File: src/sarct_pkg.sv
// sarct_pkg: shared constants and types for the converter timing block
package sarct_pkg;
    // ----------------------------------------------------------------
    // clock, word size and fifo depth
    // ----------------------------------------------------------------
    localparam int CLK_PERIOD_NS = 40;
    localparam int WORD_W = 16;
    localparam int FIFO_DEPTH = 16;

    // cycles from a time: floor for a longest time, ceil for a least time
    function automatic int cyc_floor(input int ns);
        return (ns / CLK_PERIOD_NS < 1) ? 1 : ns / CLK_PERIOD_NS;
    endfunction
    function automatic int cyc_ceil(input int ns);
        return (ns + CLK_PERIOD_NS - 1) / CLK_PERIOD_NS;
    endfunction

    // ----------------------------------------------------------------
    // conversion timing (busy high, result valid)
    // ----------------------------------------------------------------
    localparam int WARP_CONV_NS = 750;
    localparam int NORMAL_CONV_NS = 1000;
    localparam int IMPULSE_CONV_NS = 1250;
    // busy edge, push and data register sit around the core count
    localparam int CONV_OVERHEAD_CYC = 3;
    localparam logic [5:0] WARP_CONV_CYC = 6'(cyc_floor(WARP_CONV_NS) - CONV_OVERHEAD_CYC);
    localparam logic [5:0] NORMAL_CONV_CYC = 6'(cyc_floor(NORMAL_CONV_NS) - CONV_OVERHEAD_CYC);
    localparam logic [5:0] IMPULSE_CONV_CYC = 6'(cyc_floor(IMPULSE_CONV_NS) - CONV_OVERHEAD_CYC);

    // ----------------------------------------------------------------
    // master serial timing
    // ----------------------------------------------------------------
    // start to frame marker in read-during-convert (typical, rounded)
    localparam int WARP_SYNC_NS = 25;
    localparam int NORMAL_SYNC_NS = 275;
    localparam int IMPULSE_SYNC_NS = 525;
    localparam logic [3:0] WARP_SYNC_CYC = 4'(cyc_ceil(WARP_SYNC_NS));
    localparam logic [3:0] NORMAL_SYNC_CYC = 4'((NORMAL_SYNC_NS + 20) / CLK_PERIOD_NS);
    localparam logic [3:0] IMPULSE_SYNC_CYC = 4'((IMPULSE_SYNC_NS + 20) / CLK_PERIOD_NS);
    // longest serial clock period per divider setting
    localparam int SCLK_MAX_NS [4] = '{40, 70, 140, 280};
    // marker to first edge, least (17 ns covers all settings)
    localparam int LEAD_NS = 17;
    localparam logic [3:0] LEAD_CYC = 4'(cyc_ceil(LEAD_NS));
    // last edge to marker change, least, per divider setting
    localparam int TAIL_NS [4] = '{3, 55, 130, 290};
    // marker drop to busy low
    localparam int BUSY_END_NS = 25;
    localparam logic [3:0] BUSY_END_CYC = 4'(cyc_ceil(BUSY_END_NS));

    function automatic logic [3:0] sclk_cyc(input logic [1:0] div);
        int p;
        p = cyc_floor(SCLK_MAX_NS[div]);
        return (p < 2) ? 4'h2 : 4'(p);
    endfunction
    function automatic logic [3:0] tail_cyc(input logic [1:0] div);
        return 4'(cyc_ceil(TAIL_NS[div]));
    endfunction

    // ----------------------------------------------------------------
    // types
    // ----------------------------------------------------------------
    typedef enum logic [1:0] {
        SARCT_WARP = 2'b00,
        SARCT_NORMAL = 2'b01,
        SARCT_IMPULSE = 2'b10
    } sarct_speed_t;

    // raw input pins, all from outside the clock domain
    typedef struct packed {
        logic convert_start_n;
        logic chip_select_n;
        logic read_n;
        logic ext_sclk;
        logic serial_chain_in;
        logic serial_select;
        logic ext_clock_select;
        logic read_during_select;
        logic warp_select;
        logic impulse_select;
        logic byte_order_select;
        logic output_coding_select;
        logic [1:0] clock_divider_select;
    } sarct_pins_t;
    localparam int PIN_W = $bits(sarct_pins_t);
    localparam sarct_pins_t PIN_IDLE = '{convert_start_n: 1'b1, chip_select_n: 1'b1,
        read_n: 1'b1, default: '0};
endpackage

File: src/sarct_top.sv
// sarct_top: conversion sequencing and result readout of the converter
`timescale 1ns/1ps
// Notes on behaviour
// host spaces start pulses per speed mode
// fastest mode: restart within one millisecond
// busy rises promptly after start falls
// busy high bounded per speed mode
// parallel result valid within conversion time
// parallel data valid before busy falls
// frame marker driven once chip select low
// serial output released when chip select high
// marker delayed per mode in read-during
// master clock period follows divider setting (read-during ignores it and uses setting 0)
// least gap marker to first clock edge
// least gap last edge to marker change
// fastest mode read-after busy bound
// normal mode read-after busy bound
// power-scaled read-after busy bound
// busy falls shortly after marker drops
// slave data updates on active edge
// byte order input swaps parallel bytes
// coding input inverts msb for twos
// whole word ready at conversion end
// host holds mode inputs stable meanwhile
// ----------------------------------------------------------------
// result fifo
// ----------------------------------------------------------------
module sarct_fifo #(
    parameter int WIDTH = 16,
    parameter int DEPTH = 16
) (
    // clock and reset
    input wire logic clk_i,
    input wire logic sys_rst_i,
    // filling side
    input wire logic in_valid_i,
    output logic in_ready_o,
    input wire logic [WIDTH-1:0] in_data_i,
    // draining side
    output logic out_valid_o,
    input wire logic out_ready_i,
    output logic [WIDTH-1:0] out_data_o
);
    localparam int AW = $clog2(DEPTH);
    typedef struct packed {
        logic [DEPTH-1:0][WIDTH-1:0] mem;
        logic [AW-1:0] wp;
        logic [AW-1:0] rp;
        logic [AW:0] cnt;
    } sarct_fifo_st_t;
    sarct_fifo_st_t r;
    sarct_fifo_st_t next_r;
    logic push;
    logic pop;
    // honest flags straight from the count
    assign in_ready_o = (r.cnt != (AW+1)'(DEPTH));
    assign out_valid_o = (r.cnt != '0);
    assign out_data_o = r.mem[r.rp];
    assign push = in_valid_i && in_ready_o;
    assign pop = out_valid_o && out_ready_i;
    // pointer and count update
    always_comb begin
        next_r = r;
        if (push) begin
            next_r.mem[r.wp] = in_data_i;
            next_r.wp = r.wp + 1'b1;
        end
        if (pop) begin
            next_r.rp = r.rp + 1'b1;
        end
        next_r.cnt = r.cnt + (AW+1)'(push) - (AW+1)'(pop);
        if (sys_rst_i) begin
            next_r.wp = '0;
            next_r.rp = '0;
            next_r.cnt = '0;
        end
    end
    always_ff @(posedge clk_i) begin
        r <= next_r;
    end
endmodule
// ----------------------------------------------------------------
// sequencing and readout
// ----------------------------------------------------------------
module sarct_top (
    // clock and reset
    input wire logic clk_i,
    input wire logic sys_rst_i,
    // host pins, asynchronous to clk_i
    input wire sarct_pkg::sarct_pins_t pins_i,
    // converter core result
    input wire logic [15:0] core_result_i,
    // status
    output logic busy_o,
    output logic fifo_full_o,
    // parallel bus
    output logic [15:0] data_o,
    output logic data_oe_n_o,
    // serial port
    output logic serial_data_out,
    output logic serial_data_oe_n_o,
    output logic sync_o,
    output logic sync_oe_n_o,
    output logic sclk_o,
    output logic sclk_oe_n_o
);
    typedef enum logic [2:0] {
        C_IDLE = 3'b000,
        C_CONV = 3'b001,
        C_PUSH = 3'b010,
        C_WAIT = 3'b011,
        C_END = 3'b100
    } sarct_conv_t;
    typedef enum logic [1:0] {
        S_IDLE = 2'b00,
        S_LEAD = 2'b01,
        S_SHIFT = 2'b10,
        S_TAIL = 2'b11
    } sarct_ser_t;
    typedef struct packed {
        sarct_pkg::sarct_pins_t s1;
        sarct_pkg::sarct_pins_t s2;
        sarct_pkg::sarct_pins_t s3;
        sarct_pkg::sarct_pins_t filt;
        sarct_conv_t cst;
        logic [5:0] ccnt;
        logic busy;
        logic rdc_arm;
        logic [3:0] rdc_cnt;
        sarct_ser_t sst;
        logic [1:0] sdiv;
        logic [4:0] bits;
        logic [3:0] tcnt;
        logic [15:0] shreg;
        logic sclk;
        logic sync;
        logic sdo;
        logic [15:0] pdata;
        logic [4:0] sbits;
    } sarct_st_t;
    sarct_st_t r;
    sarct_st_t n;
    logic [sarct_pkg::PIN_W-1:0] filt_next;
    sarct_pkg::sarct_pins_t f;
    sarct_pkg::sarct_speed_t speed;
    logic par;
    logic slave;
    logic m_rdc;
    logic m_rac;
    logic cnv_fall;
    logic ext_rise;
    logic fifo_in_ready;
    logic fifo_out_valid;
    logic fifo_out_ready;
    logic [15:0] fifo_word;
    logic [15:0] coded;
    logic ser_start;
    logic slave_load;
    // a pin change counts once the second and third stages agree
    for (genvar i = 0; i < sarct_pkg::PIN_W; i++) begin : g_pin
        assign filt_next[i] = (r.s2[i] == r.s3[i]) ? r.s3[i] : r.filt[i];
    end
    // decoded modes from the filtered pins, held stable by the host
    assign f = r.filt;
    assign par = !f.serial_select;
    assign slave = f.serial_select && f.ext_clock_select;
    assign m_rdc = f.serial_select && !f.ext_clock_select && f.read_during_select;
    assign m_rac = f.serial_select && !f.ext_clock_select && !f.read_during_select;
    assign speed = f.impulse_select ? sarct_pkg::SARCT_IMPULSE :
        (f.warp_select ? sarct_pkg::SARCT_WARP : sarct_pkg::SARCT_NORMAL);
    assign cnv_fall = f.convert_start_n && !filt_next[sarct_pkg::PIN_W-1];
    assign ext_rise = !f.ext_sclk && filt_next[sarct_pkg::PIN_W-4];
    // msb inverted for twos complement when the coding pin is low
    assign coded = {core_result_i[15] ^ !f.output_coding_select, core_result_i[14:0]};
    // who takes the fifo head
    assign ser_start = (r.sst == S_IDLE) && fifo_out_valid &&
        ((m_rac && r.cst == C_WAIT) || (m_rdc && r.rdc_arm && r.rdc_cnt == 4'h0));
    assign slave_load = slave && fifo_out_valid && r.sbits == 5'h0 && f.chip_select_n;
    assign fifo_out_ready = par || ser_start || slave_load;
    // a full fifo refuses new conversions, stalling the sequencer
    sarct_fifo #(
        .WIDTH(sarct_pkg::WORD_W),
        .DEPTH(sarct_pkg::FIFO_DEPTH)
    ) u_fifo (
        .clk_i(clk_i),
        .sys_rst_i(sys_rst_i),
        .in_valid_i(r.cst == C_PUSH),
        .in_ready_o(fifo_in_ready),
        .in_data_i(coded),
        .out_valid_o(fifo_out_valid),
        .out_ready_i(fifo_out_ready),
        .out_data_o(fifo_word)
    );
    // next state of the whole block
    always_comb begin
        n = r;
        n.s1 = pins_i;
        n.s2 = r.s1;
        n.s3 = r.s2;
        n.filt = sarct_pkg::sarct_pins_t'(filt_next);
        // conversion sequencer
        unique case (r.cst)
            C_IDLE: begin
                if (cnv_fall && fifo_in_ready) begin
                    n.busy = 1'b1;
                    n.cst = C_CONV;
                    unique case (speed)
                        sarct_pkg::SARCT_WARP: n.ccnt = sarct_pkg::WARP_CONV_CYC;
                        sarct_pkg::SARCT_NORMAL: n.ccnt = sarct_pkg::NORMAL_CONV_CYC;
                        default: n.ccnt = sarct_pkg::IMPULSE_CONV_CYC;
                    endcase
                    n.rdc_arm = m_rdc;
                    unique case (speed)
                        sarct_pkg::SARCT_WARP: n.rdc_cnt = sarct_pkg::WARP_SYNC_CYC;
                        sarct_pkg::SARCT_NORMAL: n.rdc_cnt = sarct_pkg::NORMAL_SYNC_CYC;
                        default: n.rdc_cnt = sarct_pkg::IMPULSE_SYNC_CYC;
                    endcase
                end
            end
            C_CONV: begin
                n.ccnt = r.ccnt - 6'h01;
                if (r.ccnt == 6'h01) begin
                    n.cst = C_PUSH;
                end
            end
            C_PUSH: begin
                n.cst = C_WAIT;
            end
            C_WAIT: begin
                // read-after holds busy over the whole transfer
                if (!m_rac) begin
                    n.cst = C_END;
                end else if (r.sst == S_TAIL && r.tcnt == 4'h1) begin
                    n.cst = C_END;
                end
            end
            C_END: begin
                n.busy = 1'b0;
                n.cst = C_IDLE;
            end
            default: n.cst = C_IDLE;
        endcase
        // read-during delay from the start edge to the marker
        if (r.rdc_arm) begin
            if (r.rdc_cnt != 4'h0) begin
                n.rdc_cnt = r.rdc_cnt - 4'h1;
            end else begin
                n.rdc_arm = 1'b0;
            end
        end
        // parallel bus takes every result at once
        if (par && fifo_out_valid) begin
            n.pdata = f.byte_order_select ? {fifo_word[7:0], fifo_word[15:8]} : fifo_word;
        end
        // master serial engine, data changes on the falling edge
        unique case (r.sst)
            S_IDLE: begin
                if (ser_start) begin
                    n.sst = S_LEAD;
                    n.sync = 1'b1;
                    n.shreg = fifo_word;
                    n.sdo = fifo_word[15];
                    n.sdiv = m_rdc ? 2'b00 : f.clock_divider_select;
                    n.tcnt = sarct_pkg::LEAD_CYC;
                    n.bits = 5'h10;
                end
            end
            S_LEAD: begin
                n.tcnt = r.tcnt - 4'h1;
                if (r.tcnt == 4'h1) begin
                    n.sst = S_SHIFT;
                    n.tcnt = sarct_pkg::sclk_cyc(r.sdiv) - (sarct_pkg::sclk_cyc(r.sdiv) >> 1);
                end
            end
            S_SHIFT: begin
                n.tcnt = r.tcnt - 4'h1;
                if (r.tcnt == 4'h1) begin
                    if (!r.sclk) begin
                        n.sclk = 1'b1;
                        n.tcnt = sarct_pkg::sclk_cyc(r.sdiv) >> 1;
                    end else begin
                        n.sclk = 1'b0;
                        n.bits = r.bits - 5'h01;
                        if (r.bits == 5'h01) begin
                            n.sst = S_TAIL;
                            n.tcnt = sarct_pkg::tail_cyc(r.sdiv);
                        end else begin
                            n.shreg = {r.shreg[14:0], 1'b0};
                            n.sdo = r.shreg[14];
                            n.tcnt = sarct_pkg::sclk_cyc(r.sdiv) -
                                (sarct_pkg::sclk_cyc(r.sdiv) >> 1);
                        end
                    end
                end
            end
            S_TAIL: begin
                n.tcnt = r.tcnt - 4'h1;
                if (r.tcnt == 4'h1) begin
                    n.sync = 1'b0;
                    n.sst = S_IDLE;
                end
            end
        endcase
        // slave port: load when idle, shift the chain input in behind
        if (slave_load) begin
            n.shreg = fifo_word;
            n.sdo = fifo_word[15];
            n.sbits = 5'h10;
        end else if (slave && ext_rise && !f.chip_select_n) begin
            n.shreg = {r.shreg[14:0], f.serial_chain_in};
            n.sdo = r.shreg[14];
            if (r.sbits != 5'h0) begin
                n.sbits = r.sbits - 5'h01;
            end
        end
        // synchronous reset; pins start at their idle levels
        if (sys_rst_i) begin
            n = '0; // idle states both encode as zero
            n.s1 = sarct_pkg::PIN_IDLE;
            n.s2 = sarct_pkg::PIN_IDLE;
            n.s3 = sarct_pkg::PIN_IDLE;
            n.filt = sarct_pkg::PIN_IDLE;
        end
    end
    always_ff @(posedge clk_i) begin
        r <= n;
    end
    // outputs; enables follow the filtered chip select and read
    assign busy_o = r.busy;
    assign fifo_full_o = !fifo_in_ready;
    assign data_o = r.pdata;
    assign data_oe_n_o = !(par && !f.chip_select_n && !f.read_n);
    assign serial_data_out = r.sdo;
    assign serial_data_oe_n_o = !f.serial_select || f.chip_select_n;
    assign sync_o = r.sync;
    assign sync_oe_n_o = slave || !f.serial_select || f.chip_select_n;
    assign sclk_o = r.sclk;
    assign sclk_oe_n_o = slave || !f.serial_select || f.chip_select_n;
endmodule

File: config.mk
export PLATFORM = sky130hd
export DESIGN_NAME = sarct_top
export DESIGN_NICKNAME = d
export VERILOG_FILES = /design/src/sarct_pkg.sv /design/src/sarct_top.sv
export SDC_FILE = /design/constraint.sdc
export NUM_CORES = 1
export LEC_CHECK = 0
export BUFFER_PORTS_ARGS = -buffer_cell sky130_fd_sc_hd__buf_4
export CAP_MARGIN = 5
export CORE_UTILIZATION = 56
export DETAILED_ROUTE_END_ITERATION = 7
export GPL_TIMING_DRIVEN = 0
export HOLD_SLACK_MARGIN = 0.1
export PLACE_DENSITY = 0.73
export SYNTH_ARGS = -nofsm -noshare
export SYNTH_HDL_FRONTEND = slang
export SYNTH_SLANG_ARGS = --single-unit
File: constraint.sdc
create_clock -name clk_i -period 8.8 [get_ports clk_i]
set_clock_uncertainty 0.15 [all_clocks]
set_input_delay 0.88 -clock clk_i [delete_from_list [all_inputs] [get_ports clk_i]]
set_output_delay 0.88 -clock clk_i [all_outputs]
set_load 0.02 [all_outputs]
== Yosys cells after proc, flatten, opt, wreduce, memory -nomap -nowiden ==
Cells that the tools add are included.
Widths: inputs -> output; s select.

* Register bits after elaboration: 392
* Latch bits: 0
* RAM bits: 0
* Memory bits (read-only): 0
* Input bits: 32
* Output and inout port bits: 25
* Logic and storage cells: 280
* Memories: 0

* Add/subtract/negate cells: 12
* Multipliers: 0
* Divide/modulo/power cells: 2
* Magnitude comparators: 6
* Eq/ne operators: 39
* Shift-type cells: 0
* Muxes and demuxes: 64
* Bitwise logic cells: 2
* Reduce and logical (&&, ||, !) cells: 67

{| class="wikitable"
|+ Operators with widths
! kind !! count
|-
| $bwmux 256 || 1
|-
| $mux 32 || 5
|-
| $bmux 32 s2 || 2
|-
| $mux 16 || 5
|-
| $bmux 16 s4 || 1
|-
| $demux 16 s4 || 1
|-
| $div 32x7->32 const B || 2
|-
| $mux 15 || 3
|-
| $add 32x7->32 const B || 1
|-
| $lt 32x2->1 const B || 1
|-
| $lt 32x3->1 const B || 1
|-
| $sub 32x2->32 const B || 1
|-
| $mux 5 || 6
|-
| $pmux 15 s2 || 1
|-
| $mux 29 || 1
|-
| $mux 26 || 1
|-
| $logic_and 1x1->1 || 24
|-
| $mux 4 || 5
|-
| $pmux 5 s2 || 2
|-
| $mux 2 || 8
|-
| $pmux 4 s4 || 1
|-
| $eq 1x1->1 || 14
|-
| $ne 2x2->1 const B || 7
|-
| $ne 4x4->1 const B || 3
|-
| 46 further kinds || 95
|}

== Logic depth before layout (Yosys ltp) ==
Gate-level depths: netlist of run 1.

* Word-level depth: 16
* Mapped depth: 16
* Mapped depth without buffers: 16

== Modules after synthesis ==
Synthesis of run 1 repeated with hierarchy kept, for this count alone.

* Cells, all modules: 1,111
* Area, all modules: 16,150.5 um2

{| class="wikitable"
|+ Modules (own cells, without submodules)
! module !! times used !! cells each !! area an instance (um2) !! sequential area each (um2)
|-
| sarct_fifo || 1 || 496 || 10,412.5 || 7,947.6
|-
| sarct_top || 1 || 615 || 5,738.0 || 2,462.4
|}

== Least setup slack after synthesis of run 1 ==
OpenSTA, ideal clock, no wires.

* Kind: flip-flop to flip-flop
* Start: register u_fifo.r[2] (netlist name)
* End: register u_fifo.r[61] (netlist name), enable pin
* Library setup time: 0.409 ns
* Arrival: 2.834 ns
* Data required time: 8.241 ns
* Path slack: 5.407 ns
* Cell stages (with the launch flop): 8
* Path buffers: 0
* Clock period less this slack: 3.393 ns
* Cell sequence: dfxtp_1 > inv_1 > ha_1 > nand4bb_1 > inv_1 > nor4b_2 > nand2_1 > nor3_1

* Cells in the longest elaborated chain, start to end: 2

{| class="wikitable"
|+ RTL lines
! what !! line !! text
|-
| start, declared || sarct_top.sv:51 || <nowiki>sarct_fifo_st_t r;</nowiki>
|-
| start signal, assigned || sarct_top.sv:79 || <nowiki>r <= next_r;</nowiki>
|-
| $ne 5x5->1 || sarct_top.sv:56 || <nowiki>assign in_ready_o = (r.cnt != (AW+1)'(DEPTH));</nowiki>
|-
| $logic_and 1x1->1 || sarct_top.sv:59 || <nowiki>assign push = in_valid_i && in_ready_o;</nowiki>
|-
| via u_fifo.push || sarct_top.sv:53 || <nowiki>logic push;</nowiki>
|}

The timed path passes the listed nets, and every way through them passes these cells.
A chain may end at the register's enable or synchronous reset.

== Worst setup path after layout of run 1 ==
* Start: register r[0] (netlist name)
* End: register u_fifo.r[4] (netlist name)

* Cells in the longest elaborated chain, start to end: 6

{| class="wikitable"
|+ RTL lines
! what !! line !! text
|-
| start, declared || sarct_top.sv:141 || <nowiki>sarct_st_t r;</nowiki>
|-
| start signal, assigned || sarct_top.sv:326 || <nowiki>r <= n;</nowiki>
|-
| $logic_not 5->1 || sarct_top.sv:178 || <nowiki>assign slave_load = slave && fifo_out_valid && r.sbits == 5'h0 && f.chip_select_n;</nowiki>
|-
| $logic_and 1x1->1 (2 in series) || sarct_top.sv:178 ||
|-
| $logic_or 1x1->1 || sarct_top.sv:179 || <nowiki>assign fifo_out_ready = par || ser_start || slave_load;</nowiki>
|-
| $logic_and 1x1->1 || sarct_top.sv:60 || <nowiki>assign pop = out_valid_o && out_ready_i;</nowiki>
|-
| via u_fifo.pop || sarct_top.sv:54 || <nowiki>logic pop;</nowiki>
|-
| $sub 5x1->5 || sarct_top.sv:71 || <nowiki>next_r.cnt = r.cnt + (AW+1)'(push) - (AW+1)'(pop);</nowiki>
|}

The timed path passes the listed nets, and every way through them passes these cells.

==> results.cfg, run 1 <==
[worst_setup_path]
setup.worst_path.end = u_fifo.r[4]$_SDFF_PP0_
critical_path_peak_fanout = 5
slowest_stage = or4b_4
critical_path.most_common_cell = inv_1
setup.worst_path.end_class = flop
cp_slowest_stage_delay_ps = 510
timing.critical_path.required_ps = 9030
r2r-end = u_fifo.r[4]$_SDFF_PP0_
worst-r2r-cell-count = 15
cp-start-kind = flop
reg2reg_slack_ps = 5170
timing.critical_path.cells = inv_1 > ha_1 > or4b_4 > or3_4 > a31oi_2 > ha_1 > inv_1 > ha_1 > inv_1 > fa_1 > inv_1 > a21oi_1 > nor2_1 > or3_1 > a21oi_1
setup.worst_path.class = flop to flop
cp-startpoint = r[0]$_SDFFE_PP0P_
critical_path_data_arrival_time_ps = 3860
reg2reg_from = r[0]$_SDFFE_PP0P_

[cells_and_area]
finish.instance_area_um2 = 18500
nets = 1305
antenna_cells = 0
post_route_cells_drive_above_1_share_pct = 20.9
fill_cells = 1926
layout-area-overhead-vs-synth_pct = 16.0

[grt]
grt_start_max_net_pins = 17
first_global_vias = 9635
use_met2_pct = 42.4
grt.met3_usage_pct = 4.05
grt_antenna_before_repair = 1
grt_use_met1_pct = 34.5
tot_gr_track_use_pct = 25.6
grt-busiest-layer = met2
grt_first_pass_wirelength_um = 55300
grt_overflow = 0

[timing]
slew_headroom_pct = 12.4
fmax_mhz = 275
final_max_slew_viol_count = 0
grt_setup_unrepaired = false
report.final.setup_viol = 0
worst_slew_pin_slew_ps = 1310
layout_worst_path_cycle_share_pct = 41.3
timing.final.ws_setup_ps = 5170
post_layout_minimum_cycle_time_ps = 3630
final_hold_viol_count = 0
total_negative_setup_slack_ps = 0

[route]
postRouteAntennaNets = 0
route.detailed.drc = 0
detailroute.via_count = 9810
drt-wirelength-per-cell_um = 21.9
drt_pass1_iterations = 5
drt-vias-per-instance = 5.95
wire_length_after_detailed_routing_um = 36100
initialDrtViolationCount = 1067

[clocking]
cts_htree_levels = 2
post-cts-setup-buffers = 0
cts_root_buffer = clkbuf_16
clock_sink_count = 392
cts_inserted_buffers = 39
clock_tree.buffer_depth = 3
cts_tree = yes
hold_buffers = 0
cts.repair.resized = 0
worst_skew_pair.late_latency_ps = 530
cts.reportedPaths.clkPinSlew_ps = 60

[flow_run]
maxCapViolations = 0

[power]
power_density_normalized_to_cell_area_nw_per_um2 = 261
ir_drop_uv = 200
power.static_leakage_nw = 6.50

[logic_synthesis]
yosys_warnings = 0
postSynthNetCount = 1189
netlist_instances = 1125
synth.lib_cells_used.distinct = 69
postSynthAreaPerCell_um2 = 14.1
synth_top_area_share_pct = 48.3
yosys_register_bits = 392
synth_flop_cell = edfxtp_1
top_cells_by_area_in_the_synthesized_netlist = edfxtp_1 48%, dfxtp_1 17%, mux4_2 7.5%, ha_1 2.4%, mux2i_1 2.1%
synth_area_um2 = 15900
synth_sequential_area_ratio_pct = 65.5
synth_largest_area_cell = edfxtp_1
ys_async_sr_fraction_pct = 0
synth_edf_count = 256

[die]
die_height_um = 171
die_x_um = 171
design.die.area_um2 = 29100
floorplan.initialDensity_pct = 57.1
pin_count = 57
fp-row-count = 61
core_area_um2 = 27900

[placement]
place_area_um2 = 17200
routabilityCongestion = 0.819
dp_worst_setup_slack_ps = 5180
portBuffers = 55
detailedPlacementHpwl_um = 23900

[hold_path]
hold_path.class = flop to flop

[outcome]
outcome = finished clean
## sequential cells by signal, indices dropped and copies added (netlist names)
| name | cells |
|---|---|
| u_fifo.r | 269 |
| r | 89 |
| data_o | 16 |
| f | 14 |
| busy_o | 1 |
| sclk_o | 1 |
| serial_data_out | 1 |
| sync_o | 1 |
## routing by layer
layer	vias to the layer above	share of wire, %
li1	4463	-
met1	4873	41
met2	391	49
met3	81	6.8
met4	2	2.9
met5	-	0.050
## synth_stat cells, types with 7 or more instances
cell type / count
or2_2: 9
nand3_1: 31
a221o_1: 16
a21oi_1: 46
a211o_1: 8
dfxtp_1: 136
xor2_1: 8
buf_2: 14
edfxtp_1: 256
mux2i_1: 33
mux2_2: 9
xnor2_1: 10
nand2b_1: 9
ha_1: 31
clkbuf_1: 27
inv_1: 32
and3_1: 21
nor3_1: 17
nor2_1: 75
nand2_1: 62
a22oi_1: 11
a221oi_1: 11
mux4_2: 53
o22ai_1: 7
and2_1: 18
o21ai_0: 43
nor2b_1: 35
buf_4: 20
## worst min path at each step
stage,start,endpoint,slack [ps],depth (start not counted)
after floorplan,r[121]$_SDFF_PP1_,r[107]$_SDFF_PP1_,240,1
after global placement,r[121]$_SDFF_PP1_,r[107]$_SDFF_PP1_,250,1
final,r[121]$_SDFF_PP1_,r[107]$_SDFF_PP1_,260,1
after CTS,r[121]$_SDFF_PP1_,r[107]$_SDFF_PP1_,260,1
after detailed placement,r[121]$_SDFF_PP1_,r[107]$_SDFF_PP1_,250,1
after global routing,r[121]$_SDFF_PP1_,r[107]$_SDFF_PP1_,260,1
## critical path, delay by kind of cell, from the launching register on
family / cells / cell delay (ps)
AND/OR/NAND/NOR: 4 / 1160
adder cells (fa/ha/maj): 4 / 1060
AO/OA/AOI/OAI: 3 / 510
flip-flops: 1 / 310
buffers and inverters: 4 / 300
## logic make-up (layout without fill, tap and decap cells)
family | count (synthesis) | after routing | share of synthesized area [%]
and+or+nand+nor | 311 | 311 | 10.3
adders and majority gates | 32 | 32 | 2.56
xor gates and xnor gates | 18 | 18 | 0.991
buffers and inverters | 100 | 245 | 2.99
muxes | 95 | 95 | 10.2
DFF | 392 | 392 | 65.5
AOI/OAI and AO/OA | 177 | 177 | 7.44
## layout make-up
class	instances	area, um2	area share, %
clock inverter	18	171	0.929
inverter	32	120	0.651
tap	378	473	2.56
clock buffer	52	1100	5.94
multi-input combinational	633	5070	27.5
timing repair buffer	75	758	4.11
buffer	68	355	1.93
sequential	392	10400	56.4
## power by group
group	internal [W]	switching (W)	total, W	leakage, nW
Clock	0.000965	0.000681	0.00165	0.621
Combinational	0.000494	0.000593	0.00109	2.47
Sequential	0.00203	0.0000590	0.00208	3.41
Total	0.00348	0.00133	0.00482	6.50
## per-stage QoR
stage	hold WS, ps	std cells	util, %	total power, W
4_1_cts	263	1648	66.2	0.00484
5_1_grt	265	1648	66.2	0.00500
3_5_place_dp	246	1578	61.7	0.00320
2_1_floorplan	239	1125	-	0.00287
6_report	260	1648	66.2	0.00482
3_3_place_gp	245	1558	60.3	0.00318
## cell usage in the layout (no fill, tap or decap), types with 6 or more instances in the layout
cell / instances
buf_1: 6
a22oi_1: 11
mux2i_1: 33
nor2_1: 63
a211oi_1: 6
a21oi_1: 46
buf_2: 14
o22ai_1: 7
clkinv_1: 10
xnor2_1: 10
a221o_1: 16
mux2_2: 9
buf_4: 75
clkbuf_1: 34
nand3_1: 31
mux4_2: 53
ha_1: 31
nor3_1: 13
nor2_2: 12
and3_1: 21
xor2_1: 8
clkbuf_16: 40
buf_8: 6
nand2b_1: 9
o21ai_0: 43
buf_16: 6
or2_2: 9
inv_1: 32
nand2_1: 62
buf_6: 9
edfxtp_1: 256
dfxtp_1: 136
nor2b_1: 35
a211o_1: 8
and2_1: 18
a221oi_1: 11
nor3_2: 6
Note: power is estimated with default switching activity, not from simulation.
==> inputs of run 2 (changes only) <==
==> constraint.sdc (replaced) <==
create_clock -name clk_i -period 3.4 [get_ports clk_i]
set_clock_uncertainty 0.15 [all_clocks]
set_input_delay 0.34 -clock clk_i [delete_from_list [all_inputs] [get_ports clk_i]]
set_output_delay 0.34 -clock clk_i [all_outputs]
set_load 0.02 [all_outputs]
==> results.cfg, run 2 (synthesized netlist as in run 1, its figures left out) <==
[clocking]
worst_skew_pair.late_latency_ps = 530
cts.reportedPaths.clkPinSlew_ps = 60
cts_htree_levels = 2
clock_sink_count = 392
cts_tree = yes
cts_root_buffer = clkbuf_16
cts_inserted_buffers = 39
clock_tree.buffer_depth = 3

[power]
power.static_leakage_nw = 6.66
ir_drop_uv = 527
p_total_w = 0.0126
power_density_normalized_to_cell_area_nw_per_um2 = 669

[worst_setup_path]
critical_path.most_common_cell = inv_1
setup.worst_path.end = u_fifo.r[4]$_SDFF_PP0_
cp_slowest_stage_delay_ps = 480
setup.worst_path.class = flop to flop
critical_path_peak_fanout = 3
timing.critical_path.buf_inv = 4
cp-startpoint = r[1]$_SDFFE_PP0P_
r2r-end = u_fifo.r[4]$_SDFF_PP0_
timing.critical_path.required_ps = 3630
reg2reg_slack_ps = 120
path_depth = 15
critPathTopFamily = simple AND/OR/NAND/NOR gates
critical_path_data_arrival_time_ps = 3510
setup.worst_path.end_class = flop
worst-r2r-cell-count = 15
slowest_stage = or4b_4
cp-start-kind = flop
reg2reg_from = r[1]$_SDFFE_PP0P_
timing.critical_path.cells = inv_1 > ha_2 > or4b_4 > or3_4 > a31oi_4 > ha_1 > inv_1 > ha_2 > inv_1 > fa_2 > inv_1 > a21oi_1 > nor2_1 > or3_1 > a21oi_2

[grt]
tot_gr_track_use_pct = 26.0
grt.met3_usage_pct = 4.42
grt_start_max_net_pins = 17
grt_antenna_before_repair = 1
grt-busiest-layer = met2
first_global_vias = 9816
grt_use_met1_pct = 34.3
grt_overflow = 0
use_met2_pct = 43.1
grt_first_pass_wirelength_um = 56000

[die]
die_height_um = 171
pin_count = 57
floorplan.initialDensity_pct = 57.1
fp-row-count = 61
design.die.area_um2 = 29100
die_x_um = 171
core_area_um2 = 27900

[route]
drt-wirelength-per-cell_um = 21.8
postRouteAntennaNets = 0
drt_pass1_iterations = 5
route.detailed.drc = 0
initialDrtViolationCount = 1005
wire_length_after_detailed_routing_um = 36700
detailroute.via_count = 9876
drt-vias-per-instance = 5.86

[outcome]
outcome = finished clean

[timing]
slew_headroom_pct = 15.5
report.final.setup_viol = 0
post_layout_minimum_cycle_time_ps = 3280
layout_worst_path_cycle_share_pct = 96.4
fin_worst_hold_slack_ps = 262
final_hold_viol_count = 0
worst_slew_pin_slew_ps = 1260
final_max_slew_viol_count = 0
fmax_mhz = 305
total_negative_setup_slack_ps = 0

[cells_and_area]
nets = 1341
antenna_cells = 0
top_register = u_fifo.r
layout-area-overhead-vs-synth_pct = 18.5
layout.cells.most_common = edfxtp_1
fill_cells = 1883
layout_common_cells = 256 x edfxtp_1, 136 x dfxtp_1, 82 x buf_4
post_route_cells_drive_above_1_share_pct = 21.4
number_of_flip_flops_in_the_largest_register = 269

[flow_run]
maxCapViolations = 0

[placement]
portBuffers = 55
routabilityCongestion = 0.819
detailedPlacementHpwl_um = 23900

[hold_path]
hold_path.class = flop to flop
## run 2: cell count changes in the layout (fill, tap and decap cells not counted), moves of 2 or more
| cell | delta |
|---|---|
| ha_1 | -2 |
| ha_2 | +2 |
| buf_4 | +7 |
| dlygate4sd3_1 | +29 |
## run 2: layer usage
metal | wire [um] | vias up
li1 | - | 4534
met3 | 2310 | 78
met4 | 1160 | 2
met1 | 15000 | 4920
met2 | 18200 | 342
met5 | 18 | -
## run 2: metrics by stage
step / instances / util, % / setup slack, ps / instance area (um2)
final: 1684 / 67.6 / 123 / 18800
after global routing: 1684 / 67.6 / -18.7 / 18800
after CTS: 1678 / 67.4 / 14.0 / 18800
after detailed placement: 1578 / 61.7 / -223 / 17200
after global placement: 1558 / 60.3 / -1730 / 16800
after floorplan: 1125 / - / 7.17 / 15900
## run 2: what timing repair did
item / 4_1_cts / 5_1_grt
hold endpoints to repair: 254 / 0
pin swaps: 1 / 6
hold buffers: 29 / 0
setup endpoints to repair: 9 / 4
setup buffers: 1 / 6
gates resized for setup: 3 / 12
## run 2: worst register-to-register path: cells and delay by family, from the launching register on
kind            cells  cell delay [ps]
buf+inv             4              250
fa+ha+maj           4              950
flops               1              320
compound gates      3              320
simple gates        4             1140
## run 2: worst min path at each step
stage | start | endpoint | depth (start not counted)
6_report | r[121]$_SDFF_PP1_ | r[107]$_SDFF_PP1_ | 1
5_1_grt | r[121]$_SDFF_PP1_ | r[107]$_SDFF_PP1_ | 1
4_1_cts | r[121]$_SDFF_PP1_ | r[107]$_SDFF_PP1_ | 1
3_5_place_dp | r[121]$_SDFF_PP1_ | r[107]$_SDFF_PP1_ | 1
3_3_place_gp | r[121]$_SDFF_PP1_ | r[107]$_SDFF_PP1_ | 1
2_1_floorplan | r[121]$_SDFF_PP1_ | r[107]$_SDFF_PP1_ | 1
## run 2: final cells by class
cell class / count / area (um2) / share of cell area, %
buffer: 68 / 359 / 1.91
clock buffer: 52 / 1100 / 5.82
clock inverter: 18 / 171 / 0.910
inverter: 32 / 120 / 0.637
multi-input combinational: 633 / 5110 / 27.1
sequential: 392 / 10400 / 55.2
tap: 378 / 473 / 2.51
timing repair buffer: 111 / 1100 / 5.84
## run 2: power by group
group          switching, W  internal [W]  leakage (nW)
registers          0.000155       0.00524          3.41
logic               0.00158       0.00136          2.63
clock network       0.00177       0.00250         0.621
total               0.00350       0.00910          6.66
==> inputs of run 3 (changes only) <==
--- a/config.mk
+++ b/config.mk
@@ -14,4 +14,5 @@
 export PLACE_DENSITY = 0.73
 export SYNTH_ARGS = -nofsm -noshare
 export SYNTH_HDL_FRONTEND = slang
+export SYNTH_HIERARCHICAL = 1
 export SYNTH_SLANG_ARGS = --single-unit
==> results.cfg, run 3 <==
[worst_setup_path]
timing.critical_path.required_ps = 3710
critical_path.most_common_cell = ha_4
setup.worst_path.class = flop to flop
cp_slowest_stage_delay_ps = 500
critical_path_data_arrival_time_ps = 3860
timing.critical_path.cells = inv_2 > ha_4 > or4b_4 > and4bb_2 > a22oi_2 > or2_4 > nand3_4 > nand2_4 > inv_4 > ha_4 > inv_2 > ha_4 > fa_2 > a21oi_2 > nor2_2 > or3_4 > a21oi_2
cp-start-kind = flop
slowest_stage = or4b_4
setup.worst_path.end_class = flop
critPathTopFamily = simple AND/OR/NAND/NOR gates
critical_path_peak_fanout = 4
timing.critical_path.buf_inv = 3

[cells_and_area]
layout.cells.most_common = edfxtp_1
fin_cells = 1682
post_route_cells_drive_above_1_share_pct = 25.4
layout-area-overhead-vs-synth_pct = 18.6
nets = 1338
multi_input_area_um2 = 5320
number_of_flip_flops_in_the_largest_register = 269
layout_common_cells = 256 x edfxtp_1, 134 x dfxtp_1, 92 x buf_4
top_register = u_fifo/r
sequential_cell_area_um2 = 10400
fill_cells = 1963

[timing]
layout_worst_path_cycle_share_pct = 104
post_layout_minimum_cycle_time_ps = 3550
worst_slew_pin_slew_ps = 1030
report.final.setup_viol = 1
fmax_mhz = 282
final_max_slew_viol_count = 0
slew_headroom_pct = 30.9
grt_setup_unrepaired = true
final_hold_viol_count = 0
fin_worst_hold_slack_ps = 261
timing.final.ws_setup_ps = -147

[clocking]
cts_htree_levels = 2
cts_tree = yes
cts.reportedPaths.clkPinSlew_ps = 60
cts_root_buffer = clkbuf_16
clock_sink_count = 392
clock_tree.buffer_depth = 3
cts_inserted_buffers = 40
worst_skew_pair.late_latency_ps = 540

[route]
detailroute.via_count = 9763
route.detailed.drc = 0
wire_length_after_detailed_routing_um = 36000
postRouteAntennaNets = 0
drt-vias-per-instance = 5.80
drt-wirelength-per-cell_um = 21.4
initialDrtViolationCount = 790
drt_pass1_iterations = 5

[logic_synthesis]
yosys_register_bits = 392
synth.lib_cells_used.distinct = 70
netlist_instances = 1111
synth_edf_count = 256
synth_sequential_area_ratio_pct = 64.5
synth_common_cells = 256 x edfxtp_1, 136 x dfxtp_1, 81 x nor2_1, 66 x nand2_1, 60 x mux4_2
synth_area_um2 = 16200
top_cells_by_area_in_the_synthesized_netlist = edfxtp_1 48%, dfxtp_1 17%, mux4_2 8.4%, ha_1 2.5%, a22oi_1 2.2%
synth.most_common_cell = edfxtp_1
synth_flop_cell = edfxtp_1
postSynthAreaPerCell_um2 = 14.5
yosys_warnings = 6
synth_top_area_share_pct = 47.6
synth_largest_area_cell = edfxtp_1
ys_async_sr_fraction_pct = 0
postSynthNetCount = 1176

[grt]
grt_first_pass_wirelength_um = 54400
grt_overflow = 0
grt_start_max_net_pins = 17
tot_gr_track_use_pct = 25.0
first_global_vias = 9732
grt_antenna_before_repair = 1

[power]
ir_drop_uv = 476
power_density_normalized_to_cell_area_nw_per_um2 = 708
power.static_leakage_nw = 6.51
p_total_w = 0.0136

[hold_path]
hold_path.class = flop to flop

[outcome]
outcome = complete, but fails checks
failed_checks = negative setup slack

[placement]
portBuffers = 56
dp_cells = 1564
dp_worst_setup_slack_ps = -669
routabilityCongestion = 0.861
detailedPlacementHpwl_um = 24000

[die]
core_area_um2 = 28100
design.die.area_um2 = 29500
die_height_um = 172
fp-row-count = 61
die_x_um = 172
pin_count = 57
floorplan.initialDensity_pct = 57.5

[flow_run]
maxCapViolations = 0
run 3: routing by layer:
layer	up-vias	global-route usage [%]	wire length, um
met5	-	0	0
met4	0	9.31	1180
met3	79	4.10	2110
met2	315	43.2	18200
met1	4853	31.8	14500
li1	4516	-	-
run 3: through the flow:
step / utilization, % / TNS (ps) / instance area, um2
5_1_grt: 68.2 / -278 / 19100
4_1_cts: 68.1 / -268 / 19100
3_3_place_gp: 60.8 / -118790 / 17100
3_5_place_dp: 61.9 / -1430 / 17400
6_report: 68.2 / -147 / 19100
2_1_floorplan: - / -301 / 16200
run 3: cells by family after synthesis:
family | synth area share [%]
buf+inv | 3.49
flops | 64.5
xor+xnor | 1.03
simple gates | 9.34
compound gates | 8.55
mux | 10.5
fa+ha+maj | 2.60
run 3: area by class of cell:
class	count	share of cell area, %
Multi-Input combinational cell	611	27.8
Antenna cell	1	0.0131
Timing Repair Buffer	121	5.70
Tap cell	378	2.47
Clock inverter	21	1.12
Sequential cell	392	54.4
Clock buffer	51	5.61
Inverter	29	0.582
Buffer	78	2.36
run 3: final timing paths:
check / startpoint / end / slack, ps / cells past startpoint
max: u_fifo/r[3]$_SDFF_PP0_ / u_fifo/r[4]$_SDFF_PP0_ / -150 / 17
min: r[122]$_SDFF_PP1_ / r[108]$_SDFF_PP1_ / 260 / 1
max reg2reg: u_fifo/r[3]$_SDFF_PP0_ / u_fifo/r[4]$_SDFF_PP0_ / -150 / 17
min reg2reg: r[122]$_SDFF_PP1_ / r[108]$_SDFF_PP1_ / 260 / 1
run 3: where the power goes:
| part | leakage [nW] | switching, W | internal [W] |
|---|---|---|---|
| Combinational | 2.47 | 0.00198 | 0.00173 |
| Sequential | 3.41 | 0.000199 | 0.00538 |
| Clock | 0.629 | 0.00179 | 0.00248 |
| Total | 6.51 | 0.00397 | 0.00959 |
run 3: what timing repair did:
| item | in CTS | in global routing |
|---|---|---|
| endpoints found under the setup margin | 4 | 3 |
| endpoints found under the hold margin | 257 | 0 |
| cloned | 0 | 0 |
| gates resized for setup | 11 | 5 |
| buffers inserted | 12 | 4 |
| hold buffers | 30 | 0 |
| pin swaps | 10 | 9 |
run 3: worst register-to-register path, delay by kind of cell, from the launching register on:
kind,cells,cell delay [ps]
simple gates,7,1570
fa+ha+maj,4,890
compound gates,3,410
flops,1,320
buf+inv,3,150
